[src/lrs_defines.svh]
`ifndef LRS_DEFINES_SVH
`define LRS_DEFINES_SVH
// ----------------------------------------------------------------------------
// Register offsets (byte addresses on APB)
// ----------------------------------------------------------------------------
`define LRS_ADDR_CTRL 12'h000
`define LRS_ADDR_STATUS 12'h004
`define LRS_ADDR_OPCTRL 12'h008
`define LRS_ADDR_HOSTIE 12'h00c
// ----------------------------------------------------------------------------
// CTRL fields
// ----------------------------------------------------------------------------
`define LRS_CTRL_SRST 0
`define LRS_CTRL_ARM 1
`define LRS_CTRL_SSDN 2
// ----------------------------------------------------------------------------
// Reset values
// ----------------------------------------------------------------------------
`define LRS_OPCTRL_RESET 32'h0000_0000
`define LRS_HOSTIE_RESET 8'h00
`define LRS_GATE_A20_OUTPUT_RESET 1'b1
`endif

[src/lrs_pkg.sv]
package lrs_pkg;
   // Reset/shutdown condition in force, one-hot by priority.
   typedef enum logic [5:0] {
      LRS_MODE_RUN = 6'b000001,
      LRS_MODE_SYS = 6'b000010,
      LRS_MODE_HRST = 6'b000100,
      LRS_MODE_SRST = 6'b001000,
      LRS_MODE_HSDN = 6'b010000,
      LRS_MODE_SSDN = 6'b100000
   } lrs_mode_e;
endpackage

[src/lrs_ctrl.sv]
// Added by the designer: the register addresses and the APB register port.
`timescale 1ns/1ps
`include "lrs_defines.svh"
module lrs_ctrl (
   input wire logic clock_in,
   input wire logic rst_in,
   input wire logic chip_reset_pin_in,
   input wire logic por_in,
   input wire logic watchdog_timer_ovf_in,
   input wire logic host_reset_pin_n_in,
   input wire logic host_power_down_pin_n_in,
   input wire logic lpc_clk_in,
   input wire logic psel,
   input wire logic penable,
   input wire logic pwrite,
   input wire logic [11:0] paddr,
   input wire logic [31:0] pwdata,
   output logic [31:0] prdata,
   output logic pready,
   output logic pslverr,
   output lrs_pkg::lrs_mode_e mode_out,
   output logic transfer_seq_clr_out,
   output logic irq_seq_clr_out,
   output logic host_flags_clr_out,
   output logic bus_pins_oe_allow_out,
   output logic sideband_oe_allow_out,
   output logic [31:0] opctrl_out,
   output logic [7:0] host_ie_out,
   output logic gate_a20_output_out,
   output logic lpc_pins_port_mode_out
);
   import lrs_pkg::*;

   // ---------------------------------------------------------------------------
   // Pin synchronisers
   // ---------------------------------------------------------------------------
   logic [3:0] sync1;
   logic [3:0] sync2;
   logic pd_prev;
   logic [3:0] pins_raw;
   assign pins_raw = {chip_reset_pin_in, host_reset_pin_n_in, host_power_down_pin_n_in, lpc_clk_in};

   // Every pin passes two flops; only the second stage is read by logic.
   // The stages reset to each pin's idle level (chip reset low, host reset and
   // power-down high, link clock low). No false power-down edge or stray system
   // reset can then follow the release of reset.
   always_ff @(posedge clock_in or posedge rst_in) begin
      if (rst_in) begin
         sync1 <= 4'h6;
         sync2 <= 4'h6;
         pd_prev <= 1'b1;
      end else begin
         sync1 <= pins_raw;
         sync2 <= sync1;
         pd_prev <= sync2[1];
      end
   end

   logic chip_rst_s;
   logic host_rst_act;
   logic pd_s;
   logic pd_fall;
   logic pd_rise;
   assign chip_rst_s = sync2[3];
   assign host_rst_act = ~sync2[2];
   assign pd_s = sync2[1];
   assign pd_fall = pd_prev & ~pd_s;
   assign pd_rise = ~pd_prev & pd_s;

   // ---------------------------------------------------------------------------
   // Condition sources
   // ---------------------------------------------------------------------------
   logic sys_rst;
   assign sys_rst = chip_rst_s | por_in | watchdog_timer_ovf_in;

   logic soft_reset_bit;
   logic shutdown_arm_bit;
   logic soft_shutdown_bit;
   logic hw_sdn;

   // APB write strobe, taken in the access phase.
   logic wr_en;
   assign wr_en = psel & penable & pwrite;

   // Priority decode: the first active source wins outright.
   function automatic lrs_mode_e pick_mode(input logic s, input logic h, input logic r,
                                           input logic d, input logic q);
      if (s) pick_mode = LRS_MODE_SYS;
      else if (h) pick_mode = LRS_MODE_HRST;
      else if (r) pick_mode = LRS_MODE_SRST;
      else if (d) pick_mode = LRS_MODE_HSDN;
      else if (q) pick_mode = LRS_MODE_SSDN;
      else pick_mode = LRS_MODE_RUN;
   endfunction

   lrs_mode_e next_mode;
   assign next_mode = pick_mode(sys_rst, host_rst_act, soft_reset_bit, hw_sdn, soft_shutdown_bit);

   logic in_lpc_rst;
   logic in_sdn;
   always_comb begin
      in_lpc_rst = 1'b0;
      in_sdn = 1'b0;
      case (next_mode)
         LRS_MODE_HRST, LRS_MODE_SRST: in_lpc_rst = 1'b1;
         LRS_MODE_HSDN, LRS_MODE_SSDN: in_sdn = 1'b1;
         default: ;
      endcase
   end

   // ---------------------------------------------------------------------------
   // Control bits
   // ---------------------------------------------------------------------------
   // Hardware clearing overrides software writes in the same cycle, since the
   // clearing conditions are levels that software cannot argue with.
   always_ff @(posedge clock_in or posedge rst_in) begin
      if (rst_in) begin
         soft_reset_bit <= 1'b0;
      end else if (sys_rst || host_rst_act) begin
         soft_reset_bit <= 1'b0;
      end else if (wr_en && paddr == `LRS_ADDR_CTRL) begin
         soft_reset_bit <= pwdata[`LRS_CTRL_SRST];
      end
   end

   // Arm bit: written by firmware, cleared on power-down rising edge.
   always_ff @(posedge clock_in or posedge rst_in) begin
      if (rst_in) begin
         shutdown_arm_bit <= 1'b0;
      end else if (sys_rst || host_rst_act || soft_reset_bit) begin
         shutdown_arm_bit <= 1'b0;
      end else if (pd_rise) begin
         shutdown_arm_bit <= 1'b0;
      end else if (wr_en && paddr == `LRS_ADDR_CTRL) begin
         shutdown_arm_bit <= pwdata[`LRS_CTRL_ARM];
      end
   end

   // Hardware shutdown entered on falling edge when armed, left on rising edge.
   always_ff @(posedge clock_in or posedge rst_in) begin
      if (rst_in) begin
         hw_sdn <= 1'b0;
      end else if (sys_rst || host_rst_act || soft_reset_bit || pd_rise) begin
         hw_sdn <= 1'b0;
      end else if (pd_fall && shutdown_arm_bit) begin
         hw_sdn <= 1'b1;
      end
   end

   always_ff @(posedge clock_in or posedge rst_in) begin
      if (rst_in) begin
         soft_shutdown_bit <= 1'b0;
      end else if (sys_rst || host_rst_act || soft_reset_bit || hw_sdn) begin
         soft_shutdown_bit <= 1'b0;
      end else if (wr_en && paddr == `LRS_ADDR_CTRL) begin
         soft_shutdown_bit <= pwdata[`LRS_CTRL_SSDN];
      end
   end

   // ---------------------------------------------------------------------------
   // Retained configuration
   // ---------------------------------------------------------------------------
   // Operation control survives LPC reset and shutdown.
   always_ff @(posedge clock_in or posedge rst_in) begin
      if (rst_in) begin
         opctrl_out <= `LRS_OPCTRL_RESET;
      end else if (sys_rst) begin
         opctrl_out <= `LRS_OPCTRL_RESET;
      end else if (wr_en && paddr == `LRS_ADDR_OPCTRL) begin
         opctrl_out <= pwdata;
      end
   end

   // Host interrupt enables survive shutdown only.
   always_ff @(posedge clock_in or posedge rst_in) begin
      if (rst_in) begin
         host_ie_out <= `LRS_HOSTIE_RESET;
      end else if (sys_rst || in_lpc_rst) begin
         host_ie_out <= `LRS_HOSTIE_RESET;
      end else if (wr_en && paddr == `LRS_ADDR_HOSTIE) begin
         host_ie_out <= pwdata[7:0];
      end
   end

   // Gate A20 state is kept across shutdown; the command decoder that drives
   // it lives elsewhere, so here it only takes its reset value.
   always_ff @(posedge clock_in or posedge rst_in) begin
      if (rst_in) begin
         gate_a20_output_out <= `LRS_GATE_A20_OUTPUT_RESET;
      end else if (sys_rst || in_lpc_rst) begin
         gate_a20_output_out <= `LRS_GATE_A20_OUTPUT_RESET;
      end
   end

   // ---------------------------------------------------------------------------
   // Registered clear and pin-state outputs
   // ---------------------------------------------------------------------------
   always_ff @(posedge clock_in or posedge rst_in) begin
      if (rst_in) begin
         mode_out <= LRS_MODE_SYS;
         transfer_seq_clr_out <= 1'b1;
         irq_seq_clr_out <= 1'b1;
         host_flags_clr_out <= 1'b1;
         bus_pins_oe_allow_out <= 1'b0;
         sideband_oe_allow_out <= 1'b0;
         lpc_pins_port_mode_out <= 1'b1;
      end else begin
         mode_out <= next_mode;
         transfer_seq_clr_out <= sys_rst | in_lpc_rst | in_sdn;
         irq_seq_clr_out <= sys_rst | in_lpc_rst | in_sdn;
         host_flags_clr_out <= sys_rst | in_lpc_rst;
         bus_pins_oe_allow_out <= ~(sys_rst | in_lpc_rst | in_sdn);
         sideband_oe_allow_out <= ~(sys_rst | in_sdn);
         lpc_pins_port_mode_out <= sys_rst;
      end
   end

   // ---------------------------------------------------------------------------
   // APB slave: zero wait states, unmapped reads return zero with error.
   // ---------------------------------------------------------------------------
   logic mapped;
   assign mapped = (paddr == `LRS_ADDR_CTRL) || (paddr == `LRS_ADDR_STATUS) ||
                   (paddr == `LRS_ADDR_OPCTRL) || (paddr == `LRS_ADDR_HOSTIE);

   always_ff @(posedge clock_in or posedge rst_in) begin
      if (rst_in) begin
         prdata <= 32'h0000_0000;
         pready <= 1'b0;
         pslverr <= 1'b0;
      end else begin
         pready <= psel & ~penable;
         pslverr <= psel & ~penable & ~mapped;
         case (paddr)
            `LRS_ADDR_CTRL: prdata <= {29'h0, soft_shutdown_bit, shutdown_arm_bit, soft_reset_bit};
            `LRS_ADDR_STATUS: prdata <= {24'h0, hw_sdn, pd_s, host_rst_act, next_mode[5:1]};
            `LRS_ADDR_OPCTRL: prdata <= opctrl_out;
            `LRS_ADDR_HOSTIE: prdata <= {24'h0, host_ie_out};
            default: prdata <= 32'h0000_0000;
         endcase
      end
   end
endmodule // lrs_ctrl

[config.mk]
export PLATFORM = sky130hd
export DESIGN_NAME = lrs_ctrl
export DESIGN_NICKNAME = d
export VERILOG_FILES = /design/src/lrs_pkg.sv /design/src/lrs_ctrl.sv
export VERILOG_INCLUDE_DIRS = /design/src
export SDC_FILE = /design/constraint.sdc
export NUM_CORES = 1
export LEC_CHECK = 0
export ABC_CLOCK_PERIOD_IN_PS = 3100
export BUFFER_PORTS_ARGS = -buffer_cell sky130_fd_sc_hd__clkbuf_2
export CAP_MARGIN = 15
export CORE_ASPECT_RATIO = 1.25
export CORE_MARGIN = 2
export CORE_UTILIZATION = 35
export DETAILED_ROUTE_END_ITERATION = 8
export HOLD_SLACK_MARGIN = 0.15
export PLACE_DENSITY = 0.66
export SLEW_MARGIN = 15
export SYNTH_ARGS = -nofsm -noshare
export SYNTH_HDL_FRONTEND = slang
export SYNTH_SLANG_ARGS = --single-unit
[constraint.sdc]
create_clock -name clock_in -period 3.1 [get_ports clock_in]
set_input_delay 0.155 -clock clock_in [delete_from_list [all_inputs] [get_ports clock_in]]
set_output_delay 0.155 -clock clock_in [all_outputs]
set_load 0.1 [all_outputs]
==> summary.md <==
| Metric | Value |
|---|---|
| Status | `completed` |
| Htree depth | `3` |
| Fmax | `0.5261 GHz` |
| Worst-path fanout max | `20` |
| CTS tree | `done` |
| Total gr overflow | `0` |
| Period utilization | `61.32%` |
| CTS sink cnt | `95` |
| Skew final | `0.005678 ns` |
| Remaining DRCs | `0` |
| Final Instance Count excl. Fillers | `649` |
| FF-to-FF path depth | `4` |
| Critical Path AT | `2.16 ns` |
| Hold violation total from the final report | `0` |
| Syn avg cell area | `11.55 um2` |
| I/O Buffers | `139` |
| Synth Warn # | `0` |
| Num ports | `142` |
| Post-layout min period | `1.901 ns` |
| GR Util met2 | `28.46%` |
| Core ar. | `11030 um2` |
| Mapped cell area | `3939 um2` |
| Ys flop type | `dfrtp_1` |
| Die span in y | `122.6 um` |
| Number of library cell types mapped by synthesis | `41` |
| Mapped Nets | `396` |
| Cell Rows | `43` |
| Vias post-DR | `3143` |
| Met1 global-route usage | `17.48%` |
| Hold Crit Class | `input port to register` |
| Total GRT Usage | `15.85%` |
| RSZ-0062 raised after global routing | `false` |
| Slew margin rel. | `43.93%` |
| EDFF count, synth | `0` |
| Number of CTS-inserted buffers | `9` |
| Fin area | `5401 um2` |
| Worst vdd rail ir drop | `0.0002807 V` |
| Post-synthesis sequential area ratio | `60.61%` |
| Buf+Inv Stages, Crit Path | `1` |
| Starting Density | `35.71%` |
| LEAKAGE | `2.609 nW` |
| Slowest cell on the critical path | `dfstp_2` |
| Busiest layer in global routing | `met2` |
| CP Capture Type | `register` |
| Reg-to-Reg End | `irq_seq_clr_out` |
| Clock transition at the registers of the reported paths | `0.07 ns` |
| Global-route wire length before repair | `15040 um` |
| Min-Delay Endpoint | `pslverr` |
| CP startpoint kind | `register` |
| Slew @ Worst Pin | `0.8348 ns` |
| Mapped Cells | `341` |
| Top delay family on crit path | `simple AND/OR/NAND/NOR gates` |
| CP required | `3.36 ns` |
| Final Max Tran Viols | `0` |
| Vias in the first global route | `3166` |
| Placed Cells | `595` |
| Worst-path cell chain | `nor2b_1 > buf_4 > nand2_1 > or3_1` |
| Clk buf depth | `2` |
| Fill count | `999` |
| Initial antenna violation count | `0` |
| Endpoints failing setup | `0` |
| R2R setup slack | `1.20 ns` |
| Max-Cap Viols | `0` |
| Die W | `98.89 um` |
| Share of cells above drive strength 1 | `35.60%` |
| Antenna Nets Post-Route | `0` |
| CP Class | `register to register` |
| Largest net degree at the start of global routing | `87` |
| Worst-Skew Late Latency | `0.34 ns` |
| Dpl cell area | `4712 um2` |
| HP Start | `psel` |
| CP max stage delay | `0.62 ns` |
| Worst hold stages | `3` |
| WL/cell | `14.27 um` |
| PwrDens | `476.8 nW/um2` |
| Final GP Congestion | `0.7713` |
| Area occupied by multi-input gates | `1398 um2` |
| Synth-to-Final Area Change | `37.13%` |
| DP HPWL | `6393 um` |
| Setup TNS | `0 ns` |
| Die area | `12120 um2` |
| Async set-reset flop share out of synthesis | `100.0%` |
| DRT Pass-1 Iters | `4` |
| Final nets | `564` |
| Reg2Reg Launch Point | `sync2[2]` |
| Fin Hold WS | `0.2110 ns` |
| M3 GR Usage | `4.271%` |
| Register bit total from synthesis | `95` |
| Initial DRC Count | `101` |
| Root Driver | `clkbuf_16` |
| N_diodes | `0` |
| Vias per inst | `4.843` |
| Reg area | `2387 um2` |
| Drt total wl | `9262 um` |
## final cells by class
| type | instances | area share, % |
|---|---|---|
| tap | 135 | 3.127 |
| inverter | 2 | 0.2316 |
| multi-input combinational | 217 | 25.87 |
| timing repair buffer | 184 | 20.89 |
| sequential | 95 | 44.20 |
| clock inverter | 6 | 1.251 |
| clock buffer | 10 | 4.424 |
## state kept, by name (all words and copies together), names as in the netlist, 3 cells and up
register     flops
sync2            3
sync1            3
mode_out         6
prdata          32
opctrl_out      32
host_ie_out      8
## cells in the final DEF (no fill, tap or decap), types with 3 or more instances in the layout
cell	Yosys	final
buf_4	3	7
nand3_1	19	19
a211oi_1	3	3
and3_1	5	5
clkbuf_2	0	139
clkbuf_16	0	9
dfrtp_1	87	87
nor2b_1	7	7
nand4_1	4	4
dfstp_2	8	8
nor2_1	5	5
nand2_1	71	71
dlygate4sd3_1	0	38
nor3_1	5	4
mux2_2	4	4
mux2i_1	41	41
and2_1	25	25
## timing repair
action,4_1_cts,5_1_grt
setup buffers,0,0
endpoints found under the hold margin,123,0
resized for setup,0,0
hold buffers,38,0
## worst max-delay path by stage
stage / slack [ns] / cells after the start / end / from
after detailed placement: 0.99 / 5 / opctrl_out[11] / paddr[3]
after global routing: 1.10 / 4 / irq_seq_clr_out / sync2[2]
after floorplan: 0.48 / 1 / bus_pins_oe_allow_out / rst_in
after global placement: 1.07 / 5 / opctrl_out[14] / paddr[3]
final: 1.20 / 4 / irq_seq_clr_out / sync2[2]
after CTS: 1.21 / 4 / irq_seq_clr_out / sync2[2]
## stage by stage
| stage | total power, mW | setup WS [ns] | util [%] |
|---|---|---|---|
| after floorplan | 1.382 | 0.4812 | - |
| after detailed placement | 1.441 | 0.9945 | 42.72 |
| after global routing | 2.667 | 1.105 | 48.97 |
| final | 2.575 | 1.199 | 48.97 |
| after global placement | 1.439 | 1.066 | 42.72 |
| after CTS | 2.609 | 1.205 | 48.95 |
## kinds of logic (layout without fill, tap and decap cells)
kind of cell	count (synthesis)	in the layout	synth area share, %
DFF	95	95	60.61
muxes	45	45	11.56
buffers and inverters	29	202	4.034
other	1	1	0.09521
and+or+nand+nor	158	158	21.35
AOI/OAI and AO/OA	13	13	2.350
## worst min-delay path, cell delays in order
cell      delay, ns
clkbuf_2       0.08
nor2b_1        0.13
and2_1         0.14
## cell usage after synthesis, types with 3 or more instances
cell type | instances | area share, %
clkbuf_1 | 16 | 1.5
buf_6 | 5 | 1.4
and2_1 | 25 | 4.0
nand2_1 | 71 | 6.8
nor3_1 | 5 | 0.64
dfstp_2 | 8 | 5.3
nand3_1 | 19 | 2.4
nand4_1 | 4 | 0.64
nor2b_1 | 7 | 1.1
mux2i_1 | 41 | 10
buf_4 | 3 | 0.57
a211oi_1 | 3 | 0.57
dfrtp_1 | 87 | 55
mux2_2 | 4 | 1.1
nor2_1 | 5 | 0.48
and3_1 | 5 | 0.79
## routing by layer
| layer | part of all wire (%) | vias up |
|---|---|---|
| li1 | - | 1487 |
| met3 | 6.4 | 16 |
| met4 | 2.2 | 0 |
| met2 | 53 | 118 |
| met5 | 0 | - |
| met1 | 38 | 1522 |
## report_power, final
group / leakage (nW) / switching (mW) / internal [mW] / total (mW)
Clock: 0.145 / 0.471 / 0.650 / 1.12
Combinational: 1.17 / 0.124 / 0.0738 / 0.198
Sequential: 1.29 / 0.00448 / 1.25 / 1.26
Total: 2.61 / 0.600 / 1.98 / 2.58
Power figures use the tool's default switching activity.
